==> config.mk <==
export PLATFORM = sky130hd
export DESIGN_NAME = video_out_stage
export DESIGN_NICKNAME = d
export VERILOG_FILES = /design/src/video_out_pkg.sv /design/src/sample_clamp.sv /design/src/video_out_stage.sv
export SDC_FILE = /design/constraint.sdc
export NUM_CORES = 1
export LEC_CHECK = 0
export BUFFER_PORTS_ARGS = -buffer_cell sky130_fd_sc_hd__buf_2
export CORE_MARGIN = 5
export CORE_UTILIZATION = 53
export CTS_BUF_LIST = sky130_fd_sc_hd__clkbuf_4 sky130_fd_sc_hd__clkbuf_8 sky130_fd_sc_hd__clkbuf_16
export CTS_CLUSTER_SIZE = 30
export DETAILED_ROUTE_END_ITERATION = 8
export GPL_TIMING_DRIVEN = 0
export PLACE_DENSITY = 0.77
export RECOVER_POWER = 25
export SYNTH_ARGS = -nofsm -noshare
export SYNTH_HDL_FRONTEND = slang
export SYNTH_SLANG_ARGS = --single-unit
==> constraint.sdc <==
create_clock -name clock_i -period 4.4 [get_ports clock_i]
set_clock_uncertainty 0.2 [all_clocks]
set_input_delay 0.66 -clock clock_i [delete_from_list [all_inputs] [get_ports clock_i]]
set_output_delay 0.66 -clock clock_i [all_outputs]
set_load 0.01 [all_outputs]
==> src/video_out_pkg.sv <==
package video_out_pkg;

  // ---------------------------------------------------------------
  // Register map (byte addresses, low address bits decoded)
  // ---------------------------------------------------------------
  localparam int          ADDR_W          = 8;
  localparam logic [7:0]  ADDR_CLIP       = 8'h00;
  localparam logic [7:0]  ADDR_FILL       = 8'h04;
  localparam logic [7:0]  ADDR_VERTICAL_IRQ       = 8'h08;
  localparam logic [7:0]  ADDR_CTRL       = 8'h0C;
  localparam logic [7:0]  ADDR_IMG_OFF    = 8'h10;
  localparam logic [7:0]  ADDR_IMG_SIZE   = 8'h14;
  localparam logic [7:0]  ADDR_STATUS     = 8'h18;

  // ---------------------------------------------------------------
  // Reset values and writable masks
  // ---------------------------------------------------------------
  localparam logic [31:0] CLIP_RESET      = 32'hF010EB10;
  localparam logic [31:0] FILL_RESET      = 32'h00000000;
  localparam logic [31:0] VERTICAL_IRQ_RESET      = 32'h00000000;
  localparam logic [31:0] CTRL_RESET      = 32'h00000000;
  localparam logic [31:0] IMG_OFF_RESET   = 32'h00000000;
  localparam logic [31:0] IMG_SIZE_RESET  = 32'h0FFF0FFF;
  localparam logic [31:0] VERTICAL_IRQ_MASK       = 32'h8FFF8FFF;
  localparam logic [31:0] FILL_YC_MASK    = 32'hFFFF00FF;
  localparam logic [31:0] FILL_RAW_MASK   = 32'h000FFFFF;
  localparam logic [31:0] CTRL_MASK       = 32'h0000001F;
  localparam logic [31:0] IMG_MASK        = 32'h0FFF0FFF;

  // ---------------------------------------------------------------
  // Field positions
  // ---------------------------------------------------------------
  localparam int CLIP_CHI_LSB   = 24;
  localparam int CLIP_CLO_LSB   = 16;
  localparam int CLIP_YHI_LSB   = 8;
  localparam int CLIP_YLO_LSB   = 0;
  localparam int FILL_CR_LSB    = 24;
  localparam int FILL_CB_LSB    = 16;
  localparam int FILL_Y_LSB     = 0;
  localparam int F2_EN_BIT      = 31;
  localparam int F2_LINE_LSB    = 16;
  localparam int F1_EN_BIT      = 15;
  localparam int F1_LINE_LSB    = 0;
  localparam int CTRL_MODE_LSB  = 0;
  localparam int CTRL_WIDTH_LSB = 2;
  localparam int CTRL_BLANKING_DISABLE    = 4;
  localparam int IMG_V_LSB      = 16;
  localparam int IMG_H_LSB      = 0;

  // ---------------------------------------------------------------
  // Modes, bus widths, sample phases, widths
  // ---------------------------------------------------------------
  localparam logic [1:0]  MODE_BT656  = 2'h0;
  localparam logic [1:0]  MODE_YC     = 2'h1;
  localparam logic [1:0]  WIDTH_8     = 2'h0;
  localparam logic [1:0]  WIDTH_10    = 2'h1;
  localparam logic [1:0]  WIDTH_16    = 2'h2;
  localparam logic [19:0] RAW_MASK_8  = 20'h000FF;
  localparam logic [19:0] RAW_MASK_10 = 20'h003FF;
  localparam logic [19:0] RAW_MASK_16 = 20'h0FFFF;
  localparam logic [19:0] RAW_MASK_20 = 20'hFFFFF;
  localparam logic [1:0]  PHASE_CB    = 2'h0;
  localparam logic [1:0]  PHASE_CR    = 2'h2;
  localparam int          LINE_W      = 12;
  localparam int          LANE_W      = 10;
  localparam int          OUT_W       = 20;
  localparam logic [1:0]  LSB_ZERO    = 2'h0;
  localparam logic [1:0]  HTRANS_NONSEQ = 2'h2;

  // Timing from the counter logic, one sample per clock
  typedef struct packed {
    logic              active;
    logic              field2;
    logic              line_done;
    logic [LINE_W-1:0] frame_line;
    logic [LINE_W-1:0] image_line;
    logic [LINE_W-1:0] image_pixel;
    logic [1:0]        phase;
  } timing_t;

  // Head of the output FIFO
  typedef struct packed {
    logic             empty;
    logic [OUT_W-1:0] data;
  } fifo_word_t;

endpackage : video_out_pkg

==> src/sample_clamp.sv <==
`timescale 1ns/1ps
`default_nettype none
module sample_clamp
  import video_out_pkg::*;
(
  input  wire logic [LANE_W-1:0] sample_i,
  input  wire logic [7:0]        low_i,
  input  wire logic [7:0]        high_i,
  input  wire logic              enable_i,
  output logic      [LANE_W-1:0] result_o
);

  // ---------------------------------------------------------------
  // Clamp on the upper byte only
  // ---------------------------------------------------------------
  // Fraction bits pass when no limit is hit, cleared when one is
  always_comb begin
    result_o = sample_i;
    if (enable_i) begin
      if (sample_i[LANE_W-1:2] > high_i) begin
        result_o = {high_i, LSB_ZERO};
      end else if (sample_i[LANE_W-1:2] < low_i) begin
        result_o = {low_i, LSB_ZERO};
      end
    end
  end

endmodule : sample_clamp
`default_nettype wire

==> src/video_out_stage.sv <==
`timescale 1ns/1ps
`default_nettype none
module video_out_stage
  import video_out_pkg::*;
(
  input  wire logic             clock_i,
  input  wire logic             rst_b_i,
  input  wire logic             hsel_i,
  input  wire logic [31:0]      haddr_i,
  input  wire logic [1:0]       htrans_i,
  input  wire logic             hwrite_i,
  input  wire logic [2:0]       hsize_i,
  input  wire logic [31:0]      hwdata_i,
  input  wire logic             hready_i,
  output logic                  hreadyout_o,
  output logic      [31:0]      hrdata_o,
  output logic                  hresp_o,
  input  wire timing_t          timing_i,
  input  wire fifo_word_t       fifo_i,
  output logic      [OUT_W-1:0] video_out_o,
  output logic                  vertical_irq_o
);

  // ---------------------------------------------------------------
  // Bus data phase states
  // ---------------------------------------------------------------
  typedef enum logic [3:0] {
    BUS_IDLE  = 4'b0001,
    BUS_WRITE = 4'b0010,
    BUS_RWAIT = 4'b0100,
    BUS_RDONE = 4'b1000
  } bus_state_t;

  bus_state_t        bus_q,       bus_d;
  logic [ADDR_W-1:0] addr_q,      addr_d;
  logic [31:0]       rdata_q,     rdata_d;
  logic [31:0]       clip_q,      clip_d;
  logic [31:0]       fill_q,      fill_d;
  logic [31:0]       vertical_irq_q,      vertical_irq_d;
  logic [31:0]       ctrl_q,      ctrl_d;
  logic [31:0]       img_off_q,   img_off_d;
  logic [31:0]       img_size_q,  img_size_d;
  logic [OUT_W-1:0]  out_q,       out_d;
  logic              irq_q,       irq_d;
  logic              done_q,      done_d;
  logic              accept;
  logic              raw_mode;
  logic              bt656_mode;
  logic              in_image;
  logic              starve;
  logic              chroma_lo;
  logic              cr_sel;
  logic [LANE_W-1:0] pre_lo,      pre_hi;
  logic [LANE_W-1:0] clip_lo,     clip_hi;
  logic [OUT_W-1:0]  pre_word;
  logic [OUT_W-1:0]  fill_word;
  logic [OUT_W-1:0]  raw_fill;
  logic [31:0]       status;

  // ---------------------------------------------------------------
  // Helpers
  // ---------------------------------------------------------------
  function automatic logic [7:0] byte_at(input logic [31:0] word, input int lsb);
    byte_at = word[lsb +: 8];
  endfunction : byte_at

  function automatic logic [LINE_W-1:0] line_at(input logic [31:0] word, input int lsb);
    line_at = word[lsb +: LINE_W];
  endfunction : line_at

  // Reserved layout follows the mode in force at the access
  function automatic logic [31:0] fill_mask(input logic raw);
    fill_mask = raw ? FILL_RAW_MASK : FILL_YC_MASK;
  endfunction : fill_mask

  // Offset <= count < offset + size, widened to avoid wrap
  function automatic logic in_window(input logic [LINE_W-1:0] cnt,
                                     input logic [LINE_W-1:0] off,
                                     input logic [LINE_W-1:0] size);
    in_window = (cnt >= off) && ({1'b0, cnt} < ({1'b0, off} + {1'b0, size}));
  endfunction : in_window

  // ---------------------------------------------------------------
  // Mode decode and image area
  // ---------------------------------------------------------------
  // Mode code 3 is treated as raw
  assign raw_mode   = ctrl_q[CTRL_MODE_LSB +: 2] > MODE_YC;
  assign bt656_mode = ctrl_q[CTRL_MODE_LSB +: 2] == MODE_BT656;
  assign in_image   = timing_i.active
                    && in_window(timing_i.image_line, line_at(img_off_q, IMG_V_LSB),
                                 line_at(img_size_q, IMG_V_LSB))
                    && in_window(timing_i.image_pixel, line_at(img_off_q, IMG_H_LSB),
                                 line_at(img_size_q, IMG_H_LSB));
  assign starve     = ctrl_q[CTRL_BLANKING_DISABLE] && fifo_i.empty && timing_i.active;
  assign chroma_lo  = bt656_mode && !timing_i.phase[0];
  // BT.656 walks Cb,Y,Cr,Y; Y/C alternates Cb/Cr on phase bit 0
  assign cr_sel     = bt656_mode ? (timing_i.phase == PHASE_CR) : timing_i.phase[0];

  // ---------------------------------------------------------------
  // Fill words
  // ---------------------------------------------------------------
  always_comb begin
    fill_word = '0;
    if (bt656_mode) begin
      if (timing_i.phase == PHASE_CB) begin
        fill_word[LANE_W-1:0] = {byte_at(fill_q, FILL_CB_LSB), LSB_ZERO};
      end else if (timing_i.phase == PHASE_CR) begin
        fill_word[LANE_W-1:0] = {byte_at(fill_q, FILL_CR_LSB), LSB_ZERO};
      end else begin
        fill_word[LANE_W-1:0] = {byte_at(fill_q, FILL_Y_LSB), LSB_ZERO};
      end
    end else begin
      fill_word[LANE_W-1:0] = {byte_at(fill_q, FILL_Y_LSB), LSB_ZERO};
      fill_word[OUT_W-1:LANE_W] = {cr_sel ? byte_at(fill_q, FILL_CR_LSB)
                                          : byte_at(fill_q, FILL_CB_LSB), LSB_ZERO};
    end
  end

  // Raw fill trimmed to the configured bus width
  always_comb begin
    case (ctrl_q[CTRL_WIDTH_LSB +: 2])
      WIDTH_8:  raw_fill = fill_q[OUT_W-1:0] & RAW_MASK_8;
      WIDTH_10: raw_fill = fill_q[OUT_W-1:0] & RAW_MASK_10;
      WIDTH_16: raw_fill = fill_q[OUT_W-1:0] & RAW_MASK_16;
      default:  raw_fill = fill_q[OUT_W-1:0] & RAW_MASK_20;
    endcase
  end

  // ---------------------------------------------------------------
  // Clamp lanes, fed with whatever would otherwise go out
  // ---------------------------------------------------------------
  assign pre_word = starve ? fill_word : fifo_i.data;
  assign pre_lo   = pre_word[LANE_W-1:0];
  assign pre_hi   = pre_word[OUT_W-1:LANE_W];

  sample_clamp u_clamp_lo (
    .sample_i (pre_lo),
    .low_i    (chroma_lo ? byte_at(clip_q, CLIP_CLO_LSB) : byte_at(clip_q, CLIP_YLO_LSB)),
    .high_i   (chroma_lo ? byte_at(clip_q, CLIP_CHI_LSB) : byte_at(clip_q, CLIP_YHI_LSB)),
    .enable_i (!raw_mode && in_image),
    .result_o (clip_lo)
  );

  sample_clamp u_clamp_hi (
    .sample_i (pre_hi),
    .low_i    (byte_at(clip_q, CLIP_CLO_LSB)),
    .high_i   (byte_at(clip_q, CLIP_CHI_LSB)),
    .enable_i (!raw_mode && !bt656_mode && in_image),
    .result_o (clip_hi)
  );

  // ---------------------------------------------------------------
  // Output word selection
  // ---------------------------------------------------------------
  // Clamped value goes straight to the output flop, nothing after it
  always_comb begin
    out_d = fifo_i.data;
    if (raw_mode) begin
      if (!timing_i.active || !in_image || starve) begin
        out_d = raw_fill;
      end
    end else if (timing_i.active && !in_image) begin
      out_d = fill_word;
    end else if (timing_i.active) begin
      out_d = {clip_hi, clip_lo};
    end
  end

  always_ff @(posedge clock_i or negedge rst_b_i) begin
    if (!rst_b_i) begin
      out_q <= '0;
    end else begin
      out_q <= out_d;
    end
  end

  assign video_out_o = out_q;

  // ---------------------------------------------------------------
  // Vertical line interrupt
  // ---------------------------------------------------------------
  // Edge of line_done so a held strobe still yields one pulse
  always_comb begin
    done_d = timing_i.line_done;
    irq_d  = 1'b0;
    if (timing_i.line_done && !done_q) begin
      if (timing_i.field2) begin
        irq_d = vertical_irq_q[F2_EN_BIT]
             && (timing_i.frame_line == line_at(vertical_irq_q, F2_LINE_LSB));
      end else begin
        irq_d = vertical_irq_q[F1_EN_BIT]
             && (timing_i.frame_line == line_at(vertical_irq_q, F1_LINE_LSB));
      end
    end
  end

  always_ff @(posedge clock_i or negedge rst_b_i) begin
    if (!rst_b_i) begin
      done_q <= 1'b0;
      irq_q  <= 1'b0;
    end else begin
      done_q <= done_d;
      irq_q  <= irq_d;
    end
  end

  assign vertical_irq_o = irq_q;

  // ---------------------------------------------------------------
  // AHB-Lite slave
  // ---------------------------------------------------------------
  // Reads take one wait state so a write just before is seen
  assign accept      = hsel_i && hready_i && htrans_i[1];
  assign hreadyout_o = (bus_q != BUS_RWAIT);
  assign hresp_o     = 1'b0;
  assign hrdata_o    = rdata_q;
  assign status      = {28'h0, in_image, fifo_i.empty, timing_i.active, timing_i.field2};

  always_comb begin
    bus_d      = BUS_IDLE;
    addr_d     = addr_q;
    rdata_d    = rdata_q;
    clip_d     = clip_q;
    fill_d     = fill_q;
    vertical_irq_d     = vertical_irq_q;
    ctrl_d     = ctrl_q;
    img_off_d  = img_off_q;
    img_size_d = img_size_q;
    if (bus_q == BUS_WRITE) begin
      case (addr_q)
        ADDR_CLIP:     clip_d     = hwdata_i;
        ADDR_FILL:     fill_d     = hwdata_i & fill_mask(raw_mode);
        ADDR_VERTICAL_IRQ:     vertical_irq_d     = hwdata_i & VERTICAL_IRQ_MASK;
        ADDR_CTRL:     ctrl_d     = hwdata_i & CTRL_MASK;
        ADDR_IMG_OFF:  img_off_d  = hwdata_i & IMG_MASK;
        ADDR_IMG_SIZE: img_size_d = hwdata_i & IMG_MASK;
        default:       ;
      endcase
    end
    if (bus_q == BUS_RWAIT) begin
      case (addr_q)
        ADDR_CLIP:     rdata_d = clip_q;
        ADDR_FILL:     rdata_d = fill_q & fill_mask(raw_mode);
        ADDR_VERTICAL_IRQ:     rdata_d = vertical_irq_q;
        ADDR_CTRL:     rdata_d = ctrl_q;
        ADDR_IMG_OFF:  rdata_d = img_off_q;
        ADDR_IMG_SIZE: rdata_d = img_size_q;
        ADDR_STATUS:   rdata_d = status;
        default:       rdata_d = '0;
      endcase
    end
    case (bus_q)
      BUS_RWAIT: bus_d = BUS_RDONE;
      BUS_IDLE, BUS_WRITE, BUS_RDONE: begin
        if (accept) begin
          addr_d = haddr_i[ADDR_W-1:0];
          bus_d  = hwrite_i ? BUS_WRITE : BUS_RWAIT;
        end
      end
      default: bus_d = BUS_IDLE;
    endcase
  end

  always_ff @(posedge clock_i or negedge rst_b_i) begin
    if (!rst_b_i) begin
      bus_q      <= BUS_IDLE;
      addr_q     <= '0;
      rdata_q    <= '0;
      clip_q     <= CLIP_RESET;
      fill_q     <= FILL_RESET;
      vertical_irq_q     <= VERTICAL_IRQ_RESET;
      ctrl_q     <= CTRL_RESET;
      img_off_q  <= IMG_OFF_RESET;
      img_size_q <= IMG_SIZE_RESET;
    end else begin
      bus_q      <= bus_d;
      addr_q     <= addr_d;
      rdata_q    <= rdata_d;
      clip_q     <= clip_d;
      fill_q     <= fill_d;
      vertical_irq_q     <= vertical_irq_d;
      ctrl_q     <= ctrl_d;
      img_off_q  <= img_off_d;
      img_size_q <= img_size_d;
    end
  end
endmodule : video_out_stage
`default_nettype wire

==> results.txt <==
Worst IR Drop VDD: 0.310 mV
Yosys cell types: 83
GP Congestion: 1.03
outcome: finished, violations left
Detailed Routing Iterations Pass 1: 9
Via-to-Cell Ratio: 6.41
Seq cells post-synth: 209
Post-route DRC: 7
All-Layer GR Usage: 0.325
synthesized area: 13200 µm²
Reg clk slew, reported paths: 0.06 ns
1st-iter DRT viols: 1425
Worst Path Arrival: 4.66 ns
area grow syn2layout: 20.3%
via count: 12000
Row Count: 57
RSZ-0062 raised after global routing: true
synth warn: 0
Die Height: 168 µm
Die X: 168 µm
Slew Viols, Final: 83
Gate Count Post-Synth: 1309
Rel. slew slack: -0.399
# H-tree levels: 1
minimum clock period: 4.44 ns
Detail Route Antenna Nets: 0
Power Dens Cells: 325 nW/µm²
final hold vios: 0
Post-DP HPWL: 36600 µm
vias in the first global route: 11800
ys flop type: dfrtp_1
Initial Util: 0.541
crit share post-route: 1.01
Yosys top cell by area: dfrtp_1
CTS Buf Count: 23
Post-synth EDFFs: 0
Fill cells: 1964
placed insts: 1792
maxcap violations: 1
port bufs: 158
I/O pin total: 191
FF+latch area: 5280 µm²
Die Area: 28200 µm²
first-pass GRT wire length: 71400 µm
WL final: 47300 µm
antenna violations before repair: 1
fraction of layout cells with a size suffix above 1: 0.307
top-area cell type share of the netlist area: 0.325
# setup viols final: 8
failing checks: DRC, capacitance limit, slew limit, setup timing
Reg2Reg Setup Slack: -0.04 ns
Worst Path Max Fanout: 4
global route total overflow: 0
Pleak: 0.00727 µW
Max Freq: 225 MHz
sequential share of the synthesized area: 0.399
CTS sink cnt: 209
root buffer cell: clkbuf_16
Critical Path Start Type: flop
core area: 24500 µm²
largest net degree at the start of global routing: 128
post-route insts no fill: 1867
worst-skew pair later-pin latency: 0.54 ns
Mapped Avg Cell Area: 10.1 µm²
Worst Hold Class: input pin to flop
synthesized net count: 1547
CP Class: flop to flop
clock tree from TritonCTS: done
post-route setup slack: -0.0412 ns
asr flop ratio synth: 1.00
Multi-input gate area: 7790 µm²
routed length per placed instance: 25.3 µm
Ant. Diodes: 0
Final nets: 1764
Slew @ Worst Pin: 2.10 ns
Synth area leaders: dfrtp_1 33%, mux2_2 12%, ha_1 9.5%
CTS max path bufs: 3
critical path data required time: 4.61 ns
Crit. End Element: flop
Setup TNS: -0.182 ns
[per-stage QoR]
step	area, µm²	worst slack, ns	power [µW]	hold WS, ns	util
after CTS	15700	-0.115	5120	0.0344	0.640
final	15900	-0.0412	5180	0.0546	0.651
after global placement	14400	-0.931	3000	0.265	0.590
after detailed placement	14500	-0.872	3040	0.270	0.591
after floorplan	13200	0.0717	2680	0.164	-
after global routing	15900	-0.175	5360	0.0562	0.651
[area by class of cell]
type	count	share of cell area
clock buffer	36	0.0458
timing repair buffer	193	0.0676
multi-input combinational	973	0.489
tap	324	0.0255
clock inverter	6	0.00479
buffer	66	0.0212
inverter	60	0.0141
sequential	209	0.332
[cells in the final DEF, fill, tap and decap left out, types with 9 or more instances in the layout]
cell type | Yosys | routed
dfstp_2 | 37 | 37
nor2_1 | 37 | 37
nand4_1 | 11 | 11
xor2_1 | 28 | 28
o21ai_1 | 2 | 10
nand2b_1 | 9 | 9
buf_2 | 17 | 141
a22o_1 | 10 | 10
a222oi_1 | 12 | 12
clkbuf_16 | 0 | 24
nand3_1 | 18 | 17
mux2i_1 | 34 | 32
nand2_1 | 141 | 141
a22oi_1 | 52 | 52
dfrtp_1 | 172 | 170
o21ai_0 | 94 | 83
clkbuf_1 | 43 | 64
clkbuf_8 | 0 | 10
a21oi_1 | 69 | 62
a21o_1 | 36 | 36
ha_1 | 100 | 96
buf_4 | 1 | 34
xnor2_1 | 14 | 14
inv_1 | 58 | 57
mux2_2 | 136 | 136
[critical path, stage by stage, from the launching register on]
cell and delay [ns]:
dfstp_2 0.55, ha_4 0.19, a21o_1 0.16, a21oi_2 0.15, nor2b_1 0.07, o21ai_2 0.15
a21oi_2 0.09, a41o_1 0.22, o41ai_2 0.27, xor2_1 0.26, ha_2 0.27, inv_2 0.05
a221oi_4 0.30, o31ai_4 0.14, o211ai_4 0.38, nor3_4 0.12, buf_6 0.14, a311o_1 0.33
a32o_2 0.26
[logic make-up after synthesis]
| logic type | Yosys count | share of synthesized area |
|---|---|---|
| and+or+nand+nor | 276 | 0.0988 |
| buffers and inverters | 127 | 0.0391 |
| muxes | 171 | 0.142 |
| DFF | 209 | 0.399 |
| AOI/OAI and AO/OA | 381 | 0.195 |
| adders and majority gates | 102 | 0.0976 |
| other | 1 | 0.000283 |
| xor gates and xnor gates | 42 | 0.0278 |
[metal layers]
metal / track usage / vias up / wire length [µm]
met3: 0.0546 / 127 / 3980
met2: 0.534 / 673 / 22300
met5: 0 / - / 15
met4: 0.120 / 2 / 2210
met1: 0.434 / 5890 / 18800
li1: - / 5284 / -
[worst paths after layout]
path,startpoint,endpoint,cells after the start
worst min-delay path,timing_i[38],done_q,1
worst max-delay path,img_size_q[1],video_out_o[19],18
min in group asynchronous,rst_b_i,video_out_o[12],2
worst max register to register,img_size_q[1],video_out_o[19],18
max in group asynchronous,rst_b_i,img_off_q[1],3
worst min register to register,hrdata_o[4],hrdata_o[4],2
[sequential cells by signal (all words and copies together), names as in the netlist]
name	count
addr_q	8
bus_q	4
clip_q	32
ctrl_q	5
done_q	1
fill_q	32
hrdata_o	32
img_off_q	24
img_size_q	24
vertical_irq_o	1
vertical_irq_q	26
video_out_o	20
[synthesized netlist by cell type (all sizes together), types with 28 or more instances]
cell	count
nor2	41
clkbuf	43
o21ai	96
a21o	36
dfrtp	172
ha	100
dfstp	37
xor2	28
a22oi	53
mux2	137
a21oi	69
inv	59
nand2	143
mux2i	34
[what timing repair did]
| item | 4_1_cts | 5_1_grt |
|---|---|---|
| buffers inserted | 15 | 16 |
| setup endpoints to repair | 21 | 21 |
| hold endpoints to repair | 65 | 0 |
| resized for setup | 64 | 37 |
| pin swaps | 25 | 35 |
| gates cloned | 1 | 1 |
| hold buffers | 1 | 0 |
[where the power goes]
| group | switching [µW] | total (µW) | internal [µW] |
|---|---|---|---|
| logic | 576 | 1010 | 432 |
| clock network | 819 | 2030 | 1210 |
| registers | 112 | 2150 | 2030 |
Power figures use the tool's default switching activity.
